==> src/hw/rpu_pkg.sv <==
package rpu_pkg;
    localparam int RPU_NUM_REGIONS = 8;
    localparam int RPU_AW = 32;
    localparam int RPU_RIDX_W = 3;
    // Region registers: three words per region in a 16-byte slot, base at 0x000
    localparam logic [11:0] RPU_REG_REGION_BASE = 12'h000;
    localparam logic [11:0] RPU_OFF_BASE = 12'h000;
    localparam logic [11:0] RPU_OFF_LIMIT = 12'h004;
    localparam logic [11:0] RPU_OFF_ATTR = 12'h008;
    localparam logic [11:0] RPU_REG_CTRL = 12'h100;
    localparam logic [11:0] RPU_REG_BG_ATTR = 12'h104;
    localparam logic [11:0] RPU_REG_FAULT_STAT = 12'h108;
    localparam logic [11:0] RPU_REG_FAULT_ADDR = 12'h10C;
    localparam logic [11:0] RPU_REG_ORDER_STAT = 12'h110;
    // Attribute word fields
    localparam int RPU_ATTR_EN = 0;
    localparam int RPU_ATTR_TYPE_LO = 1;
    localparam int RPU_ATTR_SHARE = 3;
    localparam int RPU_ATTR_XN = 4;
    localparam int RPU_ATTR_W = 5;
    // Control fields
    localparam int RPU_CTRL_EN = 0;
    localparam int RPU_CTRL_BG_EN = 1;
    // Fault status fields
    localparam int RPU_FS_NOMATCH = 0;
    localparam int RPU_FS_XN = 1;
    localparam int RPU_FS_WR = 2;
    localparam logic [RPU_ATTR_W-1:0] RPU_ATTR_RESET = 5'h00;
    localparam logic [RPU_ATTR_W-1:0] RPU_BG_RESET = 5'h00;
    localparam logic [31:0] RPU_ZERO32 = 32'h00000000;

    typedef enum logic [1:0] {
        RPU_MT_NORMAL = 2'h0,
        RPU_MT_DEVICE = 2'h1,
        RPU_MT_STRONG = 2'h2
    } rpu_mtype_t;
endpackage : rpu_pkg

==> src/hw/rpu_region_match.sv <==
`timescale 1ns/1ps
module rpu_region_match
    import rpu_pkg::*;
#(
    parameter int NREG = RPU_NUM_REGIONS,
    parameter int AW = RPU_AW
) (
    input wire logic [AW-1:0] addr,
    input wire logic [NREG*AW-1:0] base_flat,
    input wire logic [NREG*AW-1:0] limit_flat,
    input wire logic [NREG-1:0] en,
    output logic hit,
    output logic [RPU_RIDX_W-1:0] idx
);
    logic [NREG-1:0] hit_vec;

    genvar g;
    generate
        for (g = 0; g < NREG; g++) begin : g_cmp
            assign hit_vec[g] = en[g] && (addr >= base_flat[g*AW +: AW]) && (addr <= limit_flat[g*AW +: AW]);
        end
    endgenerate

    // Highest numbered region wins on overlap, so later regions can carve holes
    always_comb begin
        hit = 1'b0;
        idx = '0;
        for (int i = 0; i < NREG; i++) begin
            if (hit_vec[i]) begin
                hit = 1'b1;
                idx = RPU_RIDX_W'(i);
            end
        end
    end
endmodule : rpu_region_match

==> src/hw/rpu_top.sv <==
// Overview of operation
// - Eight programmable regions plus an optional enabled background region.
// - Matched region's type and attributes decide how each access is handled.
// - Normal memory accesses may reorder and issue speculative reads.
// - Device accesses keep order against other device and strongly-ordered accesses.
// - Strongly-ordered accesses keep order against every other access.
// - Device writes may be buffered; strongly-ordered writes never are.
// - Shareable regions request coherent handling from the memory system.
// - Strongly-ordered regions are always treated as shareable.
// - No-execute blocks fetches; fault only when such an instruction executes.
//
// Local design decisions: the register offsets and register access over APB.
`timescale 1ns/1ps
module rpu_top
    import rpu_pkg::*;
#(
    parameter int NREG = RPU_NUM_REGIONS
) (
    input wire logic pclk,
    input wire logic presetn,
    input wire logic psel,
    input wire logic penable,
    input wire logic pwrite,
    input wire logic [11:0] paddr,
    input wire logic [31:0] pwdata,
    output logic [31:0] prdata,
    output logic pready,
    output logic pslverr,
    input wire logic acc_valid,
    input wire logic [31:0] acc_addr,
    input wire logic acc_write,
    input wire logic acc_fetch,
    input wire logic acc_exec,
    input wire logic acc_spec,
    output logic acc_ready,
    output logic rsp_valid,
    output logic rsp_allow,
    output logic rsp_fault,
    output logic [1:0] rsp_mtype,
    output logic rsp_shareable,
    output logic rsp_no_execute_attr,
    output logic rsp_may_reorder,
    output logic rsp_may_speculate,
    output logic rsp_may_buffer,
    output logic rsp_order_dev,
    output logic rsp_order_all,
    input wire logic ordered_busy
);
    logic [NREG*32-1:0] base_q, base_d, limit_q, limit_d;
    logic [NREG*RPU_ATTR_W-1:0] attr_q, attr_d;
    logic [1:0] ctrl_q, ctrl_d;
    logic [RPU_ATTR_W-1:0] bg_q, bg_d;
    logic [2:0] fstat_q, fstat_d;
    logic [31:0] faddr_q, faddr_d;
    logic [31:0] prdata_q, prdata_d;
    logic pslverr_q, pslverr_d;
    logic [NREG-1:0] en_vec;
    logic hit;
    logic [RPU_RIDX_W-1:0] hidx;

    // Response registers
    logic rv_q, rv_d, ra_q, ra_d, rf_q, rf_d;
    logic [1:0] rt_q, rt_d;
    logic rs_q, rs_d, rx_q, rx_d, rro_q, rro_d, rsp_q, rsp_d, rb_q, rb_d, rod_q, rod_d, roa_q, roa_d;

    genvar g;
    generate
        for (g = 0; g < NREG; g++) begin : g_en
            assign en_vec[g] = attr_q[g*RPU_ATTR_W + RPU_ATTR_EN];
        end
    endgenerate

    rpu_region_match #(.NREG(NREG), .AW(RPU_AW)) u_match (
        .addr(acc_addr),
        .base_flat(base_q),
        .limit_flat(limit_q),
        .en(en_vec),
        .hit(hit),
        .idx(hidx)
    );

    // APB register file: zero-wait, error on unmapped offsets
    wire apb_acc = psel && penable;
    wire [11:0] rsel = paddr - RPU_REG_REGION_BASE;
    wire reg_region = (paddr < RPU_REG_CTRL) && (paddr[11:4] < 8'(NREG)) && (paddr[3:2] != 2'h3);
    wire [RPU_RIDX_W-1:0] ridx = rsel[4+RPU_RIDX_W-1:4];
    wire [11:0] roff = {8'h00, rsel[3:0]};

    // Access classification from matched region or background
    logic [RPU_ATTR_W-1:0] sel_attr;
    logic matched, in_bg, no_exec, mt_strong, mt_dev, xn_fault, nomatch_fault;
    always_comb begin
        sel_attr = attr_q[hidx*RPU_ATTR_W +: RPU_ATTR_W];
        matched = 1'b1;
        if (!ctrl_q[RPU_CTRL_EN]) begin
            sel_attr = bg_q;
        end else if (!hit) begin
            sel_attr = bg_q;
            matched = ctrl_q[RPU_CTRL_BG_EN];
        end
    end
    assign in_bg = !hit;
    assign mt_strong = sel_attr[RPU_ATTR_TYPE_LO +: 2] == RPU_MT_STRONG;
    assign mt_dev = sel_attr[RPU_ATTR_TYPE_LO +: 2] == RPU_MT_DEVICE;
    assign no_exec = sel_attr[RPU_ATTR_XN];
    // Fetches of no-execute code pass as denied data; only execution faults
    assign xn_fault = acc_exec && no_exec && matched;
    assign nomatch_fault = !matched;
    // Speculation only reaches normal memory; elsewhere it is refused quietly, never faulted
    wire spec_block = acc_spec && (mt_strong || mt_dev);

    // Ordered types stall while the memory side still has ordered work pending
    assign acc_ready = !(ordered_busy && (mt_strong || mt_dev)) || !matched;

    always_comb begin
        base_d = base_q;
        limit_d = limit_q;
        attr_d = attr_q;
        ctrl_d = ctrl_q;
        bg_d = bg_q;
        prdata_d = prdata_q;
        pslverr_d = 1'b0;
        if (psel && !penable) begin
            prdata_d = RPU_ZERO32;
            if (reg_region) begin
                unique case (roff)
                    RPU_OFF_BASE: prdata_d = base_q[ridx*32 +: 32];
                    RPU_OFF_LIMIT: prdata_d = limit_q[ridx*32 +: 32];
                    default: prdata_d = {27'h0000000, attr_q[ridx*RPU_ATTR_W +: RPU_ATTR_W]};
                endcase
            end else if (paddr == RPU_REG_CTRL) begin
                prdata_d = {30'h00000000, ctrl_q};
            end else if (paddr == RPU_REG_BG_ATTR) begin
                prdata_d = {27'h0000000, bg_q};
            end else if (paddr == RPU_REG_FAULT_STAT) begin
                prdata_d = {29'h00000000, fstat_q};
            end else if (paddr == RPU_REG_FAULT_ADDR) begin
                prdata_d = faddr_q;
            end else if (paddr == RPU_REG_ORDER_STAT) begin
                prdata_d = {31'h00000000, ordered_busy};
            end else begin
                pslverr_d = 1'b1;
            end
        end else if (apb_acc) begin
            pslverr_d = pslverr_q;
            // Writes commit only in the access phase, since pready is tied high
            if (pwrite && reg_region) begin
                unique case (roff)
                    RPU_OFF_BASE: base_d[ridx*32 +: 32] = pwdata;
                    RPU_OFF_LIMIT: limit_d[ridx*32 +: 32] = pwdata;
                    default: attr_d[ridx*RPU_ATTR_W +: RPU_ATTR_W] = pwdata[RPU_ATTR_W-1:0];
                endcase
            end else if (pwrite && paddr == RPU_REG_CTRL) begin
                ctrl_d = pwdata[1:0];
            end else if (pwrite && paddr == RPU_REG_BG_ATTR) begin
                bg_d = pwdata[RPU_ATTR_W-1:0];
            end
        end
    end

    // Fault capture: new fault beats a software clear in the same cycle
    wire acc_take = acc_valid && acc_ready;
    wire fs_clr = apb_acc && pwrite && paddr == RPU_REG_FAULT_STAT;
    always_comb begin
        fstat_d = fstat_q;
        faddr_d = faddr_q;
        if (fs_clr) begin
            fstat_d = fstat_q & ~pwdata[2:0];
        end
        if (acc_take && (xn_fault || nomatch_fault)) begin
            fstat_d[RPU_FS_NOMATCH] = fstat_d[RPU_FS_NOMATCH] | nomatch_fault;
            fstat_d[RPU_FS_XN] = fstat_d[RPU_FS_XN] | xn_fault;
            fstat_d[RPU_FS_WR] = acc_write;
            faddr_d = acc_addr;
        end
    end

    always_comb begin
        rv_d = acc_take;
        ra_d = acc_take && matched && !(no_exec && (acc_fetch || acc_exec)) && !spec_block;
        rf_d = acc_take && (xn_fault || nomatch_fault);
        rt_d = sel_attr[RPU_ATTR_TYPE_LO +: 2];
        rs_d = sel_attr[RPU_ATTR_SHARE] || mt_strong;
        rx_d = no_exec;
        rro_d = !mt_strong && !mt_dev;
        rsp_d = !mt_strong && !mt_dev && matched;
        rb_d = acc_write && !mt_strong;
        rod_d = mt_dev;
        roa_d = mt_strong;
        if (!acc_take) begin
            rt_d = rt_q;
            rs_d = rs_q;
            rx_d = rx_q;
            rro_d = rro_q;
            rsp_d = rsp_q;
            rb_d = rb_q;
            rod_d = rod_q;
            roa_d = roa_q;
        end
    end

    always_ff @(posedge pclk or negedge presetn) begin
        if (!presetn) begin
            base_q <= '0;
            limit_q <= '0;
            attr_q <= {NREG{RPU_ATTR_RESET}};
            ctrl_q <= 2'h0;
            bg_q <= RPU_BG_RESET;
            fstat_q <= 3'h0;
            faddr_q <= RPU_ZERO32;
            prdata_q <= RPU_ZERO32;
            pslverr_q <= 1'b0;
            rv_q <= 1'b0;
            ra_q <= 1'b0;
            rf_q <= 1'b0;
            rt_q <= 2'h0;
            rs_q <= 1'b0;
            rx_q <= 1'b0;
            rro_q <= 1'b0;
            rsp_q <= 1'b0;
            rb_q <= 1'b0;
            rod_q <= 1'b0;
            roa_q <= 1'b0;
        end else begin
            base_q <= base_d;
            limit_q <= limit_d;
            attr_q <= attr_d;
            ctrl_q <= ctrl_d;
            bg_q <= bg_d;
            fstat_q <= fstat_d;
            faddr_q <= faddr_d;
            prdata_q <= prdata_d;
            pslverr_q <= pslverr_d;
            rv_q <= rv_d;
            ra_q <= ra_d;
            rf_q <= rf_d;
            rt_q <= rt_d;
            rs_q <= rs_d;
            rx_q <= rx_d;
            rro_q <= rro_d;
            rsp_q <= rsp_d;
            rb_q <= rb_d;
            rod_q <= rod_d;
            roa_q <= roa_d;
        end
    end

    assign prdata = prdata_q;
    assign pready = 1'b1;
    assign pslverr = apb_acc && pslverr_q;
    assign rsp_valid = rv_q;
    assign rsp_allow = ra_q;
    assign rsp_fault = rf_q;
    assign rsp_mtype = rt_q;
    assign rsp_shareable = rs_q;
    assign rsp_no_execute_attr = rx_q;
    assign rsp_may_reorder = rro_q;
    assign rsp_may_speculate = rsp_q;
    assign rsp_may_buffer = rb_q;
    assign rsp_order_dev = rod_q;
    assign rsp_order_all = roa_q;

    a_strong_share: assert property (@(posedge pclk) disable iff (!presetn)
        rsp_valid && rsp_mtype == RPU_MT_STRONG |-> rsp_shareable && !rsp_may_buffer)
        else $error("strongly-ordered response not shareable or buffered");
    a_strong_nobuf: assert property (@(posedge pclk) disable iff (!presetn)
        acc_take && mt_strong |=> !rsp_may_buffer && rsp_order_all)
        else $error("strongly-ordered write buffered");
    a_normal_reorder: assert property (@(posedge pclk) disable iff (!presetn)
        acc_take && !mt_strong && !mt_dev |=> rsp_may_reorder && !rsp_order_dev && !rsp_order_all)
        else $error("normal access not reorderable");
    a_dev_order: assert property (@(posedge pclk) disable iff (!presetn)
        acc_take && mt_dev |=> rsp_order_dev && !rsp_may_reorder && !rsp_may_speculate)
        else $error("device access lost ordering");
    a_order_stall: assert property (@(posedge pclk) disable iff (!presetn)
        ordered_busy && matched && mt_strong |-> !acc_ready)
        else $error("strongly-ordered access passed busy path");
    a_xn_block: assert property (@(posedge pclk) disable iff (!presetn)
        acc_take && acc_fetch && !acc_exec && no_exec |=> !rsp_allow && !rsp_fault)
        else $error("no-execute fetch allowed or faulted");
    a_xn_fault: assert property (@(posedge pclk) disable iff (!presetn)
        acc_take && acc_exec && no_exec && matched |=> rsp_fault && fstat_q[RPU_FS_XN])
        else $error("no-execute execution did not fault");
    a_nomatch_fault: assert property (@(posedge pclk) disable iff (!presetn)
        acc_take && ctrl_q[RPU_CTRL_EN] && in_bg && !ctrl_q[RPU_CTRL_BG_EN]
        |=> rsp_fault && !rsp_allow && faddr_q == $past(acc_addr))
        else $error("unmatched access did not fault");
    a_type_pass: assert property (@(posedge pclk) disable iff (!presetn)
        acc_take |=> rsp_valid && rsp_mtype == $past(sel_attr[RPU_ATTR_TYPE_LO +: 2]))
        else $error("response type differs from region type");
    a_share_pass: assert property (@(posedge pclk) disable iff (!presetn)
        acc_take && sel_attr[RPU_ATTR_SHARE] |=> rsp_shareable)
        else $error("shareable attribute dropped");
    a_share_clear: assert property (@(posedge pclk) disable iff (!presetn)
        acc_take && !sel_attr[RPU_ATTR_SHARE] && !mt_strong |=> !rsp_shareable)
        else $error("non-shareable region reported shareable");
    a_spec_block: assert property (@(posedge pclk) disable iff (!presetn)
        acc_take && spec_block |=> rsp_valid && !rsp_allow && !rsp_fault)
        else $error("speculative access to ordered memory allowed");
    a_dev_stall: assert property (@(posedge pclk) disable iff (!presetn)
        ordered_busy && matched && mt_dev |-> !acc_ready)
        else $error("device access passed busy path");
    a_bg_type: assert property (@(posedge pclk) disable iff (!presetn)
        acc_take && ctrl_q[RPU_CTRL_EN] && ctrl_q[RPU_CTRL_BG_EN] && in_bg
        |=> rsp_mtype == $past(bg_q[RPU_ATTR_TYPE_LO +: 2]))
        else $error("background access took wrong type");
endmodule : rpu_top

==> config.mk <==
export PLATFORM = sky130hd
export DESIGN_NAME = rpu_top
export DESIGN_NICKNAME = d
export VERILOG_FILES = /design/src/hw/rpu_pkg.sv /design/src/hw/rpu_region_match.sv /design/src/hw/rpu_top.sv
export SDC_FILE = /design/constraint.sdc
export NUM_CORES = 2
export LEC_CHECK = 0
export ABC_AREA = 1
export BUFFER_PORTS_ARGS = -buffer_cell sky130_fd_sc_hd__buf_2
export CORE_MARGIN = 2
export CORE_UTILIZATION = 25
export DETAILED_ROUTE_END_ITERATION = 10
export GPL_TIMING_DRIVEN = 0
export PLACE_DENSITY = 0.5
export SLEW_MARGIN = 20
export SYNTH_ARGS = -nofsm -noshare
export SYNTH_HDL_FRONTEND = slang
export SYNTH_SLANG_ARGS = --single-unit
==> constraint.sdc <==
create_clock -name pclk -period 6.15 [get_ports pclk]
set_clock_uncertainty 0.05 [all_clocks]
set_input_delay 1.845 -clock pclk [delete_from_list [all_inputs] [get_ports pclk]]
set_output_delay 1.845 -clock pclk [all_outputs]
set_load 0.05 [all_outputs]
==> metrics <==
ANT nets after route=0; grt ovf=0; Root Buffer=clkbuf_16; Post-synth ARST share=100.0%; Reg clk slew, reported paths=around 0.060 ns; Clk Latency, worst-skew pair=0.70 ns; measured slew at the worst slew-check pin=between 1 and 1.5 ns; RD Place Congestion=1.006; total number of yosys warnings=0; critical hold path startpoint=prdata[18]$_DFFE_PN0P_; r2r endpoint=faddr_q[13]$_DFFE_PN0P_; crit path time final=7.210 ns; I/O pin count=134; EDFF count, synth=0; DP Area=roughly 46000 µm²; post-route setup slack=-1.060 ns; maximum VDD drop=198.5 µV; vias in the first global route=40760; CTS Sinks=639; hold buffers post-CTS=0; Die Y=416.4 µm; Leakage Power=21.84 nW; Commonest cells post-synth=nand2_1, o21ai_0, inv_1; Worst EP arrival=approximately 5.3 ns; gr usage total=between 20% and 30%; syn nets=roughly 6100; drt via density=between 5 and 6; Max Clk Rate=roughly 140 MHz; first-pass iteration count of the detailed router=8; initial antenna violation count=14; r2r worst-path depth=24; startpoint types=input pin; Std-Cell Rows=between 150 and 200; CTS tree=yes; FF-to-FF Start=base_q[250]$_DFFE_PN0P_; post-DP HPWL=169800 µm; RSZ-0062 raised after global routing=yes; Max clock buf depth=3; count of input and output buffers=131; # setup viols final=1; CP endpoint kind=output pin; Initial Util=25.14%; status=finished with violations; Synth Instances=between 5000 and 6000; Hold Path End=prdata[18]$_DFFE_PN0P_; Die X=around 420 µm; Synth area leaders=dfrtp_1, ha_1, nand2_1, o21ai_0, inv_1; vias=42860; Core Area=169100 µm²; post-synth top area share=37.61%; top-count cell post-synth=nand2_1; flip-flop and latch count after synthesis=639; first-pass GRT wire length=303800 µm; worst reg-to-reg setup slack=1.45 ns; Post-Syn Area=42510 µm²; Pwr per Cell Area=218.8 nW/µm²; share of cells above drive strength 1=9.313%; First DRT Iteration DRCs=4885; largest net degree at the start of global routing=90; ys flop type=dfrtp_1; DRT Wirelength=217800 µm; CTS H-tree depth=3; final hold vios=0; worst min path class=register to register; M1 WL=92230 µm; Layout fillers=18420; Distinct cells, synth=62; Area Growth Syn to Fin=18.43%; CTS Buf Count=82; slew margin rel.=about an eighth; highest metal used=met5; top cell type by total area after synthesis=dfrtp_1; Routed WL per cell=around 27 µm; max cap viols=0; hold path cells=2; Finished Core Util=roughly 30%; Nets=6403; Max Fanout on Critical Path=17; sequential fraction of the synthesis area=37.61%; critical path type=input pin to output pin; total power=0.01101 W; WL met2=92110 µm; Non-Filler Cell Area, Final=50350 µm²; Synth Area per Inst=about 7.7 µm²; required time worst endpoint=4.26 ns; period utilisation layout=117.2%; Max Slew Vio Count=0; failing checks=negative setup slack; DRC Markers=0; area of the die=~170000 µm²; Met3 Wirelength=18770 µm
-- cells in the final DEF, fill, tap and decap left out, drive strengths merged, types with 3 or more instances in the layout --
cell      count
ha          518
nor2        301
a22oi         4
o21a         19
inv         698
o31ai        11
a21oi       487
a221oi       10
a22o          3
and2          3
nor4         13
a211oi        6
clkbuf      319
o22ai        34
o2111ai      12
o221ai        6
a31oi        12
a32oi        23
dfrtp       639
a311oi        3
clkinv       19
nand3       224
a21o          8
o21ai       815
nand2      1235
buf         219
mux2i         3
nor3         32
o211ai       85
clkinvlp      7
bufinv       11
o21bai        3
nand4        67
-- through the flow --
stage	hold WS, ns	std cells	TNS (ns)	setup slack, ns
2_1_floorplan	0.4012	5544	-0.1362	-0.1362
3_3_place_gp	0.4087	7893	-8663.19	-11.54
3_5_place_dp	0.4137	7904	-861.45	-2.195
4_1_cts	0.4275	8070	-0.9495	-0.9495
5_1_grt	0.4517	8081	-1.116	-1.116
6_report	0.4245	8082	-1.060	-1.060
-- where the power goes --
part           internal [W]  total (W)  switching, W  leakage, nW
clock network       0.00315    0.00528       0.00212         1.40
logic              0.000378    0.00146       0.00108         12.0
registers           0.00425    0.00428     0.0000308         8.48
-- cells by family after synthesis --
group	count (synthesis)	share of synthesized area (%)
AO/OA/AOI/OAI	1549	19.81
AND/OR/NAND/NOR	1880	18.60
flip-flops	639	37.61
buffers and inverters	954	8.644
adder cells (fa/ha/maj)	518	15.25
other	1	0.008821
multiplexers	3	0.07064
-- critical path, cell delays in order --
cell      delay, ns
buf_6          0.26
ha_1           0.29
nand2_1        0.14
o21ai_0        0.21
a21oi_2        0.36
nand4_1        0.41
nand3_4        0.34
nand2_8        0.10
nor2_4         0.24
o211ai_1       0.14
nand2_1        0.10
nand2_2        0.08
nand3_4        0.10
o21ai_4        0.07
ha_4           0.26
nor2_4         0.12
nand2_4        0.06
buf_8          0.15
-- timing repair --
action | in CTS | in global routing
setup endpoints to repair | 561 | 135
cloned | 1 | 0
resized for setup | 130 | 104
pin swaps | 26 | 48
setup buffers | 19 | 12
-- registers in the layout (all words and copies together), names as in the netlist, 2 cells and up --
register,flops
base_q,256
attr_q,40
ctrl_q,2
faddr_q,32
rsp_mtype,2
prdata,32
bg_q,5
limit_q,256
fstat_q,3
-- worst max-delay path by stage --
stage	from	to	cells after the start
CTS	acc_addr[0]	acc_ready	32
global route	acc_addr[24]	acc_ready	21
floorplan	acc_addr[0]	acc_ready	29
finish	acc_addr[26]	acc_ready	18
global placement	presetn	base_q[94]$_DFFE_PN0P_	1
detailed placement	paddr[4]	base_q[59]$_DFFE_PN0P_	17
-- per-layer routing --
layer  track usage, %  up-vias
li1                 -    19200
met1            33.00    21140
met2            36.65     2005
met3            4.807      521
met4            13.69        4
met5                0        -
-- area by class of cell --
type	count	area, µm²	area share [%]
antenna	1	2.502	0.004970
buffer	249	1105	2.194
clock buffer	115	2377	4.722
clock inverter	34	476.7	0.9469
inverter	701	2648	5.259
multi-input combinational	3951	23580	46.83
sequential	639	15990	31.76
tap	2218	2775	5.512
timing repair buffer	174	1394	2.769
Power figures use the tool's default switching activity.
